--- src/rtl/dram_ctrl_params.svh ---
// Timing and geometry constants for the dynamic memory controller
`ifndef DRAM_CTRL_PARAMS_SVH
`define DRAM_CTRL_PARAMS_SVH
`define CLK_PERIOD_NS        10
`define POWERUP_HOLD_US      100
`define POWERUP_HOLD_CYCLES  ((`POWERUP_HOLD_US * 1000) / `CLK_PERIOD_NS)
`define INIT_CYCLE_COUNT     8
`define REFRESH_PERIOD_MS    4
`define ROW_COUNT            256
`define REFRESH_INT_CYCLES   ((`REFRESH_PERIOD_MS * 1000000) / `CLK_PERIOD_NS / `ROW_COUNT)
`define ROW_ACCESS_NS        120
`define ROW_ACCESS_CYCLES    ((`ROW_ACCESS_NS + `CLK_PERIOD_NS - 1) / `CLK_PERIOD_NS)
`define COL_ACCESS_NS        70
`define COL_ACCESS_CYCLES    ((`COL_ACCESS_NS + `CLK_PERIOD_NS - 1) / `CLK_PERIOD_NS)
`define PRECHARGE_NS         120
`define PRECHARGE_CYCLES     ((`PRECHARGE_NS + `CLK_PERIOD_NS - 1) / `CLK_PERIOD_NS)
`define DISABLE_NS           30
`define DISABLE_CYCLES       ((`DISABLE_NS + `CLK_PERIOD_NS - 1) / `CLK_PERIOD_NS)
`define ROW_MSB              13
`define ROW_LSB              6
`define COL_MSB              5
`define COL_LSB              0
`endif

--- src/rtl/dram_ctrl_pkg.sv ---
// Types for the dynamic memory controller
package dram_ctrl_pkg;
    typedef enum logic [1:0] {
        op_read,
        op_write,
        op_rmw
    } op_type;

    typedef struct packed {
        op_type      op;
        logic [13:0] addr;
        logic [3:0]  wdata;
        logic        keep_page;
    } req_type;

    typedef struct packed {
        logic       ras_n;
        logic       cas_n;
        logic       we_n;
        logic       oe_n;
        logic [7:0] addr;
    } pins_type;
endpackage : dram_ctrl_pkg

--- src/rtl/dram_ctrl.sv ---
// Controller driving a 16K by 4 asynchronous dynamic memory
// How it works
// - Address lines are stable before each column and row strobe fall, except refresh rows, set on the same edge as the row strobe fall.
// - Raise output enable and let outputs float before driving data.
// - Strobe all 256 rows with the row strobe every four milliseconds; the timer restarts after each refresh, so a pass takes over 4 ms.
// - Page mode keeps row open across column strobes, up to 64 columns.
// - After power-up hold row strobe high 100 us, then eight cycles.
`timescale 1ns/100ps
`include "dram_ctrl_params.svh"
module dram_ctrl #(
    parameter int POWERUP_CYCLES = `POWERUP_HOLD_CYCLES,
    parameter int REFRESH_CYCLES = `REFRESH_INT_CYCLES
) (
    // Clock and reset
    input  wire logic                  clk,
    input  wire logic                  rst_b,
    // User requests
    input  wire logic                  req_valid,
    input  wire dram_ctrl_pkg::req_type req,
    output logic                       req_ready,
    output logic                       rdata_valid,
    output logic [3:0]                 rdata,
    output logic                       init_done,
    // Memory pins
    output dram_ctrl_pkg::pins_type    pins,
    input  wire logic [3:0]            data_lines_in,
    output logic [3:0]                 data_lines_out,
    output logic                       data_lines_oe_b
);
    typedef enum logic [3:0] {
        st_power, st_init_low, st_init_high, st_idle, st_row,
        st_col, st_read_wait, st_rmw_float, st_rmw_write,
        st_col_end, st_precharge, st_ref_low
    } state_type;

    state_type   state;
    logic [15:0] count;
    logic [3:0]  init_left;
    logic [23:0] ref_timer;
    logic        ref_due;
    logic [7:0]  ref_row;
    logic [7:0]  open_row;
    logic        row_open;
    dram_ctrl_pkg::req_type cur;
    logic [3:0]  din_s1;
    logic [3:0]  din_s2;
    logic        pending;

    function automatic logic [7:0] row_of(input logic [13:0] a);
        row_of = a[`ROW_MSB:`ROW_LSB];
    endfunction : row_of

    // Data lines come from another timing domain
    always_ff @(posedge clk)
    begin
        din_s1 <= data_lines_in;
        din_s2 <= din_s1;
    end

    always_ff @(posedge clk)
    begin
        if (!rst_b || state == st_ref_low)
        begin
            ref_timer <= 24'h0;
            ref_due   <= (state == st_ref_low) ? 1'b0 : 1'b0;
        end
        else if (ref_timer >= 24'(REFRESH_CYCLES - 1))
        begin
            ref_timer <= 24'h0;
            ref_due   <= 1'b1;
        end
        else
            ref_timer <= ref_timer + 24'h1;
    end

    always_ff @(posedge clk)
    begin
        if (!rst_b)
        begin
            state           <= st_power;
            count           <= 16'h0;
            init_left       <= 4'h0;
            ref_row         <= 8'h0;
            open_row        <= 8'h0;
            row_open        <= 1'b0;
            pending         <= 1'b0;
            cur             <= '0;
            req_ready       <= 1'b0;
            rdata_valid     <= 1'b0;
            rdata           <= 4'h0;
            init_done       <= 1'b0;
            pins            <= '{ras_n: 1'b1, cas_n: 1'b1, we_n: 1'b1,
                                 oe_n: 1'b1, addr: 8'h0};
            data_lines_out  <= 4'h0;
            data_lines_oe_b <= 1'b1;
        end
        else
        begin
            rdata_valid <= 1'b0;
            if (count != 16'h0)
                count <= count - 16'h1;
            case (state)
                // hold row strobe high after power-up
                st_power:
                    if (count == 16'h0)
                    begin
                        if (init_left == 4'h0 && !init_done)
                        begin
                            count     <= 16'(POWERUP_CYCLES);
                            init_left <= 4'(`INIT_CYCLE_COUNT);
                            init_done <= 1'b1;
                        end
                        else
                        begin
                            init_done  <= 1'b0;
                            pins.ras_n <= 1'b0;
                            count      <= 16'(`ROW_ACCESS_CYCLES);
                            state      <= st_init_low;
                        end
                    end
                st_init_low:
                    if (count == 16'h0)
                    begin
                        pins.ras_n <= 1'b1;
                        init_left  <= init_left - 4'h1;
                        count      <= 16'(`PRECHARGE_CYCLES);
                        state      <= st_init_high;
                    end
                st_init_high:
                    if (count == 16'h0)
                    begin
                        if (init_left == 4'h0)
                        begin
                            init_done <= 1'b1;
                            req_ready <= 1'b1;
                            state     <= st_idle;
                        end
                        else
                        begin
                            pins.ras_n <= 1'b0;
                            count      <= 16'(`ROW_ACCESS_CYCLES);
                            state      <= st_init_low;
                        end
                    end
                st_idle:
                    // A request seen with ready high is taken first
                    if (ref_due && !req_valid)
                    begin
                        req_ready <= 1'b0;
                        if (row_open)
                        begin
                            pins.ras_n <= 1'b1;
                            row_open   <= 1'b0;
                            count      <= 16'(`PRECHARGE_CYCLES);
                            state      <= st_precharge;
                        end
                        else
                        begin
                            pins.addr  <= ref_row;
                            pins.ras_n <= 1'b0;
                            count      <= 16'(`ROW_ACCESS_CYCLES);
                            state      <= st_ref_low;
                        end
                    end
                    else if (req_valid)
                    begin
                        req_ready <= 1'b0;
                        cur       <= req;
                        // reuse open row for same page
                        if (row_open && open_row == row_of(req.addr))
                        begin
                            state <= st_row;
                        end
                        else if (row_open)
                        begin
                            pins.ras_n <= 1'b1;
                            row_open   <= 1'b0;
                            count      <= 16'(`PRECHARGE_CYCLES);
                            state      <= st_precharge;
                            req_ready  <= 1'b0;
                            pending    <= 1'b1;
                        end
                        else
                        begin
                            pins.addr <= row_of(req.addr);
                            state     <= st_row;
                        end
                    end
                st_row:
                begin
                    // open row, hold row address, then column
                    if (!row_open)
                    begin
                        pins.ras_n <= 1'b0;
                        row_open   <= 1'b1;
                        open_row   <= row_of(cur.addr);
                        count      <= 16'(`ROW_ACCESS_CYCLES
                                          - `COL_ACCESS_CYCLES);
                    end
                    else if (count == 16'h0)
                    begin
                    // column on lines one to six
                    pins.addr <= {1'b0, cur.addr[`COL_MSB:`COL_LSB], 1'b0};
                    // early write drives data, output stays off
                    if (cur.op == dram_ctrl_pkg::op_write)
                    begin
                        pins.we_n       <= 1'b0;
                        data_lines_out  <= cur.wdata;
                        data_lines_oe_b <= 1'b0;
                    end
                    else
                        pins.oe_n <= 1'b0;
                    count <= 16'(`ROW_ACCESS_CYCLES);
                    state <= st_col;
                    end
                end
                st_col:
                begin
                    pins.cas_n <= 1'b0;
                    // Two extra cycles cover the input synchroniser
                    count      <= 16'(`COL_ACCESS_CYCLES + 2);
                    state      <= (cur.op == dram_ctrl_pkg::op_write)
                                  ? st_col_end : st_read_wait;
                end
                // wait for access, sample while enabled
                st_read_wait:
                    if (count == 16'h0)
                    begin
                        rdata       <= din_s2;
                        rdata_valid <= 1'b1;
                        if (cur.op == dram_ctrl_pkg::op_rmw)
                        begin
                            pins.oe_n <= 1'b1;
                            count     <= 16'(`DISABLE_CYCLES);
                            state     <= st_rmw_float;
                        end
                        else
                            state <= st_col_end;
                    end
                st_rmw_float:
                    if (count == 16'h0)
                    begin
                        data_lines_out  <= cur.wdata;
                        data_lines_oe_b <= 1'b0;
                        state           <= st_rmw_write;
                    end
                st_rmw_write:
                begin
                    pins.we_n <= 1'b0;
                    count     <= 16'(`COL_ACCESS_CYCLES);
                    state     <= st_col_end;
                end
                st_col_end:
                    if (count == 16'h0)
                    begin
                        pins.cas_n      <= 1'b1;
                        pins.we_n       <= 1'b1;
                        pins.oe_n       <= 1'b1;
                        data_lines_oe_b <= 1'b1;
                        if (cur.keep_page)
                        begin
                            req_ready <= 1'b1;
                            state     <= st_idle;
                        end
                        else
                        begin
                            pins.ras_n <= 1'b1;
                            row_open   <= 1'b0;
                            count      <= 16'(`PRECHARGE_CYCLES);
                            state      <= st_precharge;
                        end
                    end
                st_ref_low:
                    if (count == 16'h0)
                    begin
                        pins.ras_n <= 1'b1;
                        ref_row    <= ref_row + 8'h1;
                        count      <= 16'(`PRECHARGE_CYCLES);
                        state      <= st_precharge;
                    end
                st_precharge:
                    if (count == 16'h0 && pending)
                    begin
                        // Page miss: open the new row for the held request
                        pending   <= 1'b0;
                        pins.addr <= row_of(cur.addr);
                        state     <= st_row;
                    end
                    else if (count == 16'h0)
                    begin
                        req_ready <= 1'b1;
                        state     <= st_idle;
                    end
                default:
                    state <= st_idle;
            endcase
        end
    end
endmodule : dram_ctrl

--- config.mk ---
export PLATFORM = sky130hd
export DESIGN_NAME = dram_ctrl
export DESIGN_NICKNAME = d
export VERILOG_FILES = /design/src/rtl/dram_ctrl_pkg.sv /design/src/rtl/dram_ctrl.sv
export VERILOG_INCLUDE_DIRS = /design/src /design/src/rtl
export SDC_FILE = /design/constraint.sdc
export NUM_CORES = 1
export LEC_CHECK = 0
export BUFFER_PORTS_ARGS = -buffer_cell sky130_fd_sc_hd__buf_2
export CORE_UTILIZATION = 35
export DETAILED_ROUTE_END_ITERATION = 16
export PLACE_DENSITY = 0.5
export SLEW_MARGIN = 25
export SYNTH_ARGS = -nofsm -noshare
export SYNTH_HDL_FRONTEND = slang
export SYNTH_SLANG_ARGS = --single-unit
export TNS_END_PERCENT = 30
--- constraint.sdc ---
create_clock -name clk -period 3.25 [get_ports clk]
set_clock_uncertainty 0.05 [all_clocks]
set_input_delay 0.1625 -clock clk [delete_from_list [all_inputs] [get_ports clk]]
set_output_delay 0.1625 -clock clk [all_outputs]
set_load 0.02 [all_outputs]
# Yosys cells after proc, flatten, opt, wreduce, memory -nomap -nowiden
# Cells that the tools add are included.
# W data, S select, Z words.
# totals
inputBits	28
latch_bits	0
elab_cells	226
mem_count	0
mem_bits_rw	0
register_bits	120
romBits	0
# classes
n_div	0
n_addsub	4
shifts	0
reduce_logical	44
n_mul	0
muxes	102
bitwise_logic	2
magnitude_cmp	1
eq_ne	47
# op_table
cell	count
$mux W16	14
$pmux W16 S9	1
$mux W4	27
$ne A2 B2 Y1 const B	25
$mux W8	6
$pmux W4 S12	1
$mux W1	37
$add A24 B1 Y24 const B	1
$ge A24 B11 Y1 const B	1
$pmux W8 S3	1
$reduce_and A12 Y1	2
$mux W10	2
$ne A3 B3 Y1 const B	6
$eq A4 B3 Y1 const B	4
$eq A4 B4 Y1 const B	4
$logic_not A16 Y1	1
$pmux W4 S2	2
$reduce_and A8 Y1	2
$reduce_bool A16 Y1	1
$sub A16 B1 Y16 const B	1
$reduce_and A5 Y1	3
$reduce_bool A3 Y1	5
$mux W14	1
$pmux W1 S3	4
26 further kinds	48

# Logic depth before layout (Yosys ltp)
# Gate-level depths: netlist of the first run.
# depth
ltp_word	7
depth_mapped	12
depth_no_buf	11

# Least setup slack after synthesis of the first run
# No wires, ideal clock.
# synth_path
path_kind	register to register
from	register count[0]
to	register count[0]
t_arrival_ns	2.428
setup_time_ns	0.120
path_stages_with_launch	12
path_slack_ns	0.652
path_cell_list	dfxtp_1 -> inv_1 -> ha_1 -> or3b_2 -> nor4_4 -> inv_1 -> buf_2 -> ha_1 -> a21oi_1 -> a211oi_1 -> a211oi_1 -> o31a_1
# synth_between
elab_chain_cells	7
word_cells_on_any_way	18
classes_between	add/sub: 1; mux: 15; reduce/logical: 2
# synth_rtl
element	line_no	source
start, declared	dram_ctrl.sv:37	logic [15:0] count;
start signal, assigned	dram_ctrl.sv:101	count <= count - 16'h1;
start signal, assigned	dram_ctrl.sv:109	count <= 16'(POWERUP_CYCLES);
start signal, assigned	dram_ctrl.sv:117	count <= 16'(`ROW_ACCESS_CYCLES);
$sub A16 B1 Y16 or $reduce_bool A16 Y1 (tied branches)	dram_ctrl.sv:101, dram_ctrl.sv:100	
$mux W16	dram_ctrl.sv:100	if (count != 16'h0)
$mux W16	dram_ctrl.sv:174	else if (row_open)
$mux W16	dram_ctrl.sv:170	if (row_open && open_row == row_of(req.addr))
$mux W16	dram_ctrl.sv:165	else if (req_valid)
$mux W16	dram_ctrl.sv:147	if (ref_due && !req_valid)
$pmux W16 S9 (*)	dram_ctrl.sv:102	case (state)
# Mark *: on every way between the ends. The rest lies on a longest branch, timed or not.
# A chain may end at the register's enable or synchronous reset.

# Worst setup path after layout of the first run
# layout_path
from	register count[0]
to	register pins[0] (netlist bit)
# layout_between
elab_chain_cells	4
word_cells_on_any_way	5
classes_between	eq/ne: 2; reduce/logical: 3
# layout_rtl
element	line_no	source
$logic_not A16 Y1 (*)	dram_ctrl.sv:200, dram_ctrl.sv:282	
$logic_and A1 B1 Y1	dram_ctrl.sv:282	if (count == 16'h0 && pending)
$ne A2 B2 Y1 (no source line)	-	
$reduce_and A8 Y1 (no source line) (*)	-	
end signal, assigned	dram_ctrl.sv:92	pins <= '{ras_n: 1'b1, cas_n: 1'b1, we_n: 1'b1,
end, declared	dram_ctrl.sv:25	output dram_ctrl_pkg::pins_type pins,
# Marked as above.

==> results of run 1 <==
-- area by class of cell --
type,count,area (µm²)
Clock inverter,11,145
Multi-Input combinational cell,534,3280
Timing Repair Buffer,104,716
Sequential cell,120,2400
Fill cell,1634,8770
Inverter,20,75.1
Clock buffer,21,460
Tap cell,216,270
-- worst max-delay path, stage by stage (launching register included) --
cell,delay (ns)
dfxtp_1,0.34
inv_1,0.10
ha_1,0.19
or3b_2,0.50
nor4_4,0.30
buf_4,0.29
a21oi_2,0.17
nor3_4,0.56
o211ai_1,0.19
o211a_1,0.18
-- placed cells by master (no fill, tap or decap), drive strengths merged, types with 4 or more instances in the layout --
cell type / n
nand4: 8
nand3: 18
buf: 79
ha: 8
nor4: 12
nor3b: 4
o211a: 9
a21boi: 34
a211oi: 4
nand2: 116
o31ai: 4
and3: 6
nor3: 13
dfxtp: 120
dlygate4sd3: 25
nor2b: 11
inv: 22
a31oi: 11
conb: 13
clkbuf: 21
a21oi: 42
nor2: 64
o21ai: 37
xor2: 10
nand2b: 5
or3: 5
a221oi: 9
o221ai: 4
and2: 10
mux2i: 11
xnor2: 22
-- how the worst max path moves through the flow --
stage	startpoint	endpoint	slack [ns]	cells after the start
after floorplan	count[0]	count[0]	0.65	11
after global placement	count[0]	pins[0]	0.39	9
after detailed placement	count[0]	pins[0]	0.28	9
after CTS	count[0]	pins[0]	0.27	9
after global routing	count[0]	pins[0]	0.06	9
final	count[0]	pins[0]	0.27	9
-- routing by layer --
layer	track usage	up-vias	part of all wire
met1	0.267	2562	0.46
li1	-	2660	-
met3	0.0544	25	0.059
met4	0.0846	0	0.022
met2	0.326	159	0.46
met5	0	-	0
-- report_power, final --
group | leakage (nW) | internal, mW | total (mW) | switching (mW)
registers | 0.979 | 1.64 | 1.82 | 0.179
clock network | 0.290 | 1.25 | 1.93 | 0.688
logic | 1.54 | 0.760 | 1.91 | 1.15
total | 2.81 | 3.64 | 5.66 | 2.02
-- kinds of logic (layout without fill, tap and decap cells) --
group | count (synthesis) | count (layout)
AO/OA/AOI/OAI | 184 | 184
XOR/XNOR | 32 | 32
adder cells (fa/ha/maj) | 8 | 8
buffers and inverters | 57 | 156
flip-flops | 120 | 120
multiplexers | 12 | 12
other | 1 | 13
AND/OR/NAND/NOR | 285 | 285
-- registers in the layout (all words and copies together) (netlist names), 4 cells and up --
name,count
init_left,4
state,4
pins,12
ref_row,8
din_s1,4
open_row,8
din_s2,4
data_lines_out,4
count,16
cur,21
rdata,4
ref_timer,24
-- cells in the mapped netlist (all sizes together), types with 3 or more instances --
library cell	instances	area [µm²]
a221oi	9	85.1
or3	5	36.3
or4	3	30.0
a21oi	42	218
dfxtp	120	2400
and2	10	62.6
nor3b	4	30.0
nand2b	5	31.3
o211a	9	90.1
o31ai	4	35.0
clkbuf	26	97.6
nor3	13	87.6
o41ai	3	45.1
nand2	116	435
ha	8	100
buf	11	60.1
nor4	12	111
nand4	8	56.3
a21boi	34	255
o21ai	37	185
o221ai	4	35.0
mux2i	11	110
inv	20	75.1
a22oi	3	22.5
nand3	18	90.1
nor2	64	248
a211oi	4	30.0
or2	3	18.8
xnor2	22	193
nor2b	11	68.8
o311ai	3	26.3
and3	6	37.5
a31oi	11	83.8
xor2	10	87.6
==> results.sh, run 1 <==
export IMPL_grt_use_total=0.207
export IMPL_antenna_found_initial=0
export IMPL_finalHoldViolations=0
export IMPL_max_slew_margin_rel=0.490
export IMPL_synth_xor_area_frac=0.0478
export IMPL_instances_no_fill=1026
export IMPL_tns_ns=0
export IMPL_post_route_util=0.456
export IMPL_synthMuxAreaShare=0.0207
export IMPL_r2r_slack_ns=0.27
export IMPL_rsz0062_at_grt="no"
export IMPL_cts_root_buf="clkbuf_16"
export IMPL_area_growth_pct=25.3
export IMPL_numPortBuffers=51
export IMPL_core_um2=16100
export IMPL_grt_pass1_vias=5245
export IMPL_synth_top_flop_cell="dfxtp_1"
export IMPL_ctsHtreeMaxLevel=4
export IMPL_worstRegToRegCells=9
export IMPL_place_area_um2=6490
export IMPL_worstHoldStart="req_valid"
export IMPL_die_w_um=131
export IMPL_cts_sinks=120
export IMPL_ys_ff_latch=120
export IMPL_synth_simple_gate_area_frac=0.242
export IMPL_postCtsSetupRepairBufs=0
export IMPL_end_kind="flop"
export IMPL_ys_async_sr_fraction=0
export IMPL_regToRegStartpoint="count[0]"
export IMPL_final_nets=833
export IMPL_grt_max_degree=42
export IMPL_synthAdderAreaFrac=0.0171
export IMPL_p_leak_nw=2.81
export IMPL_status="completed"
export IMPL_cts_resized=0
export IMPL_rows=46
export IMPL_whs_ns=0.141
export IMPL_synth_top_family_by_area="simple AND/OR/NAND/NOR gates"
export IMPL_wl_um=17200
export IMPL_path_clk_slew_ns=0.06
export IMPL_worst_pin_slew_ns=0.765
export IMPL_synth_area_um2=5860
export IMPL_synth_seq_area_share=0.410
export IMPL_place_ws_ns=0.277
export IMPL_r2r_end="pins[0]"
export IMPL_drt_pass1_iterations=5
export IMPL_initial_core_util=0.364
export IMPL_grt_pass1_wl_um=28000
export IMPL_synth_edf_count=0
export IMPL_drive_gt1_frac=0.164
export IMPL_slew_violations=0
export IMPL_finalCritPeriodShare=0.916
export IMPL_routed_via_count=5406
export IMPL_worstHoldPathType="in -> reg"
export IMPL_grt_overflow_total=0
export IMPL_drc=0
export IMPL_io_pin_count=52
export IMPL_vdd_drop_max_mv=0.416
export IMPL_postSynthAreaPerCell_um2=8.38
export IMPL_fin_crit_ns=2.98
export IMPL_power_density_nw_per_um2=771
export IMPL_finalWorstSetupSlack_ns=0.273
export IMPL_final_area_um2=7350
export IMPL_synthCells=699
export IMPL_fp_dieH_um=131
export IMPL_synth_compound_gate_area_share=0.222
export IMPL_diodes=0
export IMPL_path_class="reg -> reg"
export IMPL_die_area_um2=17300
export IMPL_p_total_mw=5.66
export IMPL_synth_cell_types=78
export IMPL_numPlacedInstances=969
export IMPL_max_clock_freq_ghz=0.336
export IMPL_drt_initial_drc_count=342
export IMPL_wl_per_cell_um=16.8
export IMPL_start_kind="flop"
export IMPL_maxCapViolCount=0
export IMPL_gp_congestion=0.919
export IMPL_finalSetupViolations=0
export IMPL_clockBufferDepth=2
export IMPL_whs_path_depth=4
export IMPL_critPathMaxFanout=19
export IMPL_cp_data_required_time_ns=3.51
export IMPL_cts_tree="done"
export IMPL_insertion_delay_ns=0.42
export IMPL_postCtsHoldBufs=25
export IMPL_holdPathEnd="req_ready"
export IMPL_yosys_warnings=0
export IMPL_cp_arrival_ns=3.24
export IMPL_dp_final_hpwl_um=12400
export IMPL_numCtsBuffers=17
export IMPL_viasPerCell=5.27
export IMPL_ant_nets=0
No activity file was read; power rests on OpenSTA's default activity.
==> run 2: changes to the inputs <==
--- a/config.mk
+++ b/config.mk
@@ -7,6 +7,7 @@
 export NUM_CORES = 1
 export LEC_CHECK = 0
 export BUFFER_PORTS_ARGS = -buffer_cell sky130_fd_sc_hd__buf_2
+export CORE_ASPECT_RATIO = 1.1
 export CORE_UTILIZATION = 35
 export DETAILED_ROUTE_END_ITERATION = 16
 export PLACE_DENSITY = 0.5
==> run 2 against run 1 <==
Effect of this change:
- global-route usage shrank 0.15 points
- clock power shrank 4%
- combinational power grew 4%
- largest cell class unchanged
- highest routed layer unchanged
==> results.sh, run 2 (synthesized netlist as in run 1, its figures left out) <==
export IMPL_status="completed"
export IMPL_finalHoldViolations=0
export IMPL_tns_ns=0
export IMPL_cp_data_required_time_ns=3.50
export IMPL_wl_per_cell_um=16.9
export IMPL_ctsHtreeMaxLevel=4
export IMPL_clockBufferDepth=2
export IMPL_wl_um=17300
export IMPL_path_delay_family="simple AND/OR/NAND/NOR gates"
export IMPL_top_register="ref_timer"
export IMPL_start_kind="flop"
export IMPL_worst_pin_slew_ns=0.882
export IMPL_grt_use_total=0.205
export IMPL_layout_common_cells="dfxtp_1 (120), nand2_1 (116), nor2_1 (63), buf_2 (51), a21oi_1 (40)"
export IMPL_gp_congestion=0.866
export IMPL_cts_root_buf="clkbuf_16"
export IMPL_power_density_nw_per_um2=769
export IMPL_cp_buffers_inverters=2
export IMPL_grt_pass1_wl_um=27400
export IMPL_place_ws_ns=0.385
export IMPL_diodes=0
export IMPL_whs_path_depth=4
export IMPL_grt_overflow_total=0
export IMPL_worstHoldStart="req_valid"
export IMPL_cp_cell_sequence="inv_1 -> ha_1 -> or3b_2 -> nor4_4 -> inv_1 -> ha_1 -> a21oi_1 -> a211oi_1 -> a211oi_1 -> o31a_1"
export IMPL_worstRegToRegCells=10
export IMPL_slew_violations=0
export IMPL_regToRegStartpoint="count[0]"
export IMPL_cp_arrival_ns=3.18
export IMPL_vdd_drop_max_mv=0.406
export IMPL_numPortBuffers=51
export IMPL_holdPathEnd="req_ready"
export IMPL_worstHoldPathType="in -> reg"
export IMPL_drt_pass1_iterations=7
export IMPL_cp_slowest_cell="or3b_2"
export IMPL_rsz0062_at_grt="no"
export IMPL_whs_ns=0.135
export IMPL_grt_max_degree=68
export IMPL_io_pin_count=52
export IMPL_max_slew_margin_rel=0.404
export IMPL_r2r_slack_ns=0.32
export IMPL_drt_initial_drc_count=323
export IMPL_grt_pass1_vias=5303
export IMPL_routed_via_count=5440
export IMPL_path_class="reg -> reg"
export IMPL_cp_slowest_stage_delay_ns=0.50
export IMPL_critPathMaxFanout=11
export IMPL_p_leak_nw=2.83
export IMPL_die_area_um2=17300
export IMPL_path_clk_slew_ns=0.05
export IMPL_finalSetupViolations=0
export IMPL_rows=49
export IMPL_max_clock_freq_ghz=0.342
export IMPL_maxCapViolCount=0
export IMPL_postCtsHoldBufs=26
export IMPL_die_w_um=125
export IMPL_fin_crit_ns=2.93
export IMPL_largest_reg_flops=24
export IMPL_cts_tree="done"
export IMPL_antenna_found_initial=0
export IMPL_dp_final_hpwl_um=12400
export IMPL_viasPerCell=5.34
export IMPL_postCtsSetupRepairBufs=0
export IMPL_numCtsBuffers=17
export IMPL_final_nets=838
export IMPL_drive_gt1_frac=0.168
export IMPL_ant_nets=0
export IMPL_finalWorstSetupSlack_ns=0.322
export IMPL_finalCritPeriodShare=0.901
export IMPL_layout_commonest_cell="dfxtp_1"
export IMPL_insertion_delay_ns=0.42
export IMPL_cts_sinks=120
export IMPL_drc=0
export IMPL_end_kind="flop"
export IMPL_reg_top3="ref_timer: 24 flops, cur: 21 flops, count: 16 flops"
export IMPL_core_um2=16400
export IMPL_fp_dieH_um=138
export IMPL_initial_core_util=0.358
export IMPL_area_growth_pct=25.4
export IMPL_cts_resized=0
export IMPL_r2r_end="count[0]"
[run 2: cell types whose count changed in the layout (fill, tap and decap cells not counted), sizes merged]
cell / before / now
dlygate4sd3: 25 / 26
buf: 79 / 83
bufinv: 3 / 2
clkinv: 3 / 6
inv: 22 / 20
[run 2: how the worst max path moves through the flow]
| stage | startpoint | to | slack [ns] | depth (start not counted) |
|---|---|---|---|---|
| after floorplan | count[0] | count[0] | 0.65 | 11 |
| after CTS | count[0] | count[0] | 0.35 | 10 |
| after detailed placement | count[0] | pins[0] | 0.39 | 9 |
| after global routing | count[0] | pins[0] | 0.1 | 9 |
| after global placement | count[0] | pins[0] | 0.45 | 9 |
| final | count[0] | count[0] | 0.32 | 10 |
[run 2: layout make-up]
class,instances,area (µm²)
fill,1643,9020
multi-input combinational,534,3280
sequential,120,2400
timing repair buffer,109,756
clock buffer,21,460
tap,204,255
clock inverter,11,124
inverter,20,75.1
[run 2: worst reg2reg max path, cell delays in order, from the launching register on]
cell	delay (ns)
dfxtp_1	0.33
inv_1	0.10
ha_1	0.20
or3b_2	0.50
nor4_4	0.34
inv_1	0.24
ha_1	0.38
a21oi_1	0.05
a211oi_1	0.22
a211oi_1	0.09
o31a_1	0.32
[run 2: metrics by stage]
step            util  total power [mW]  std cells  instance area, µm²
2_1_floorplan      -              3.16        711                5910
3_3_place_gp   0.397              3.77        961                6500
3_5_place_dp   0.397              3.79        961                6500
4_1_cts        0.449              5.68       1019                7350
5_1_grt        0.449              5.96       1019                7350
6_report       0.449              5.65       1019                7350
[run 2: per-layer routing]
layer / up-vias / share of wire / GRT usage
li1: 2663 / - / -
met1: 2589 / 0.44 / 0.248
met2: 158 / 0.48 / 0.353
met3: 30 / 0.052 / 0.0478
met4: 0 / 0.023 / 0.0840
met5: - / 0 / 0
[run 2: where the power goes]
part / leakage (nW) / switching, mW / internal (mW)
logic: 1.57 / 1.19 / 0.786
registers: 0.979 / 0.190 / 1.64
clock network: 0.279 / 0.679 / 1.17
total: 2.83 / 2.06 / 3.59
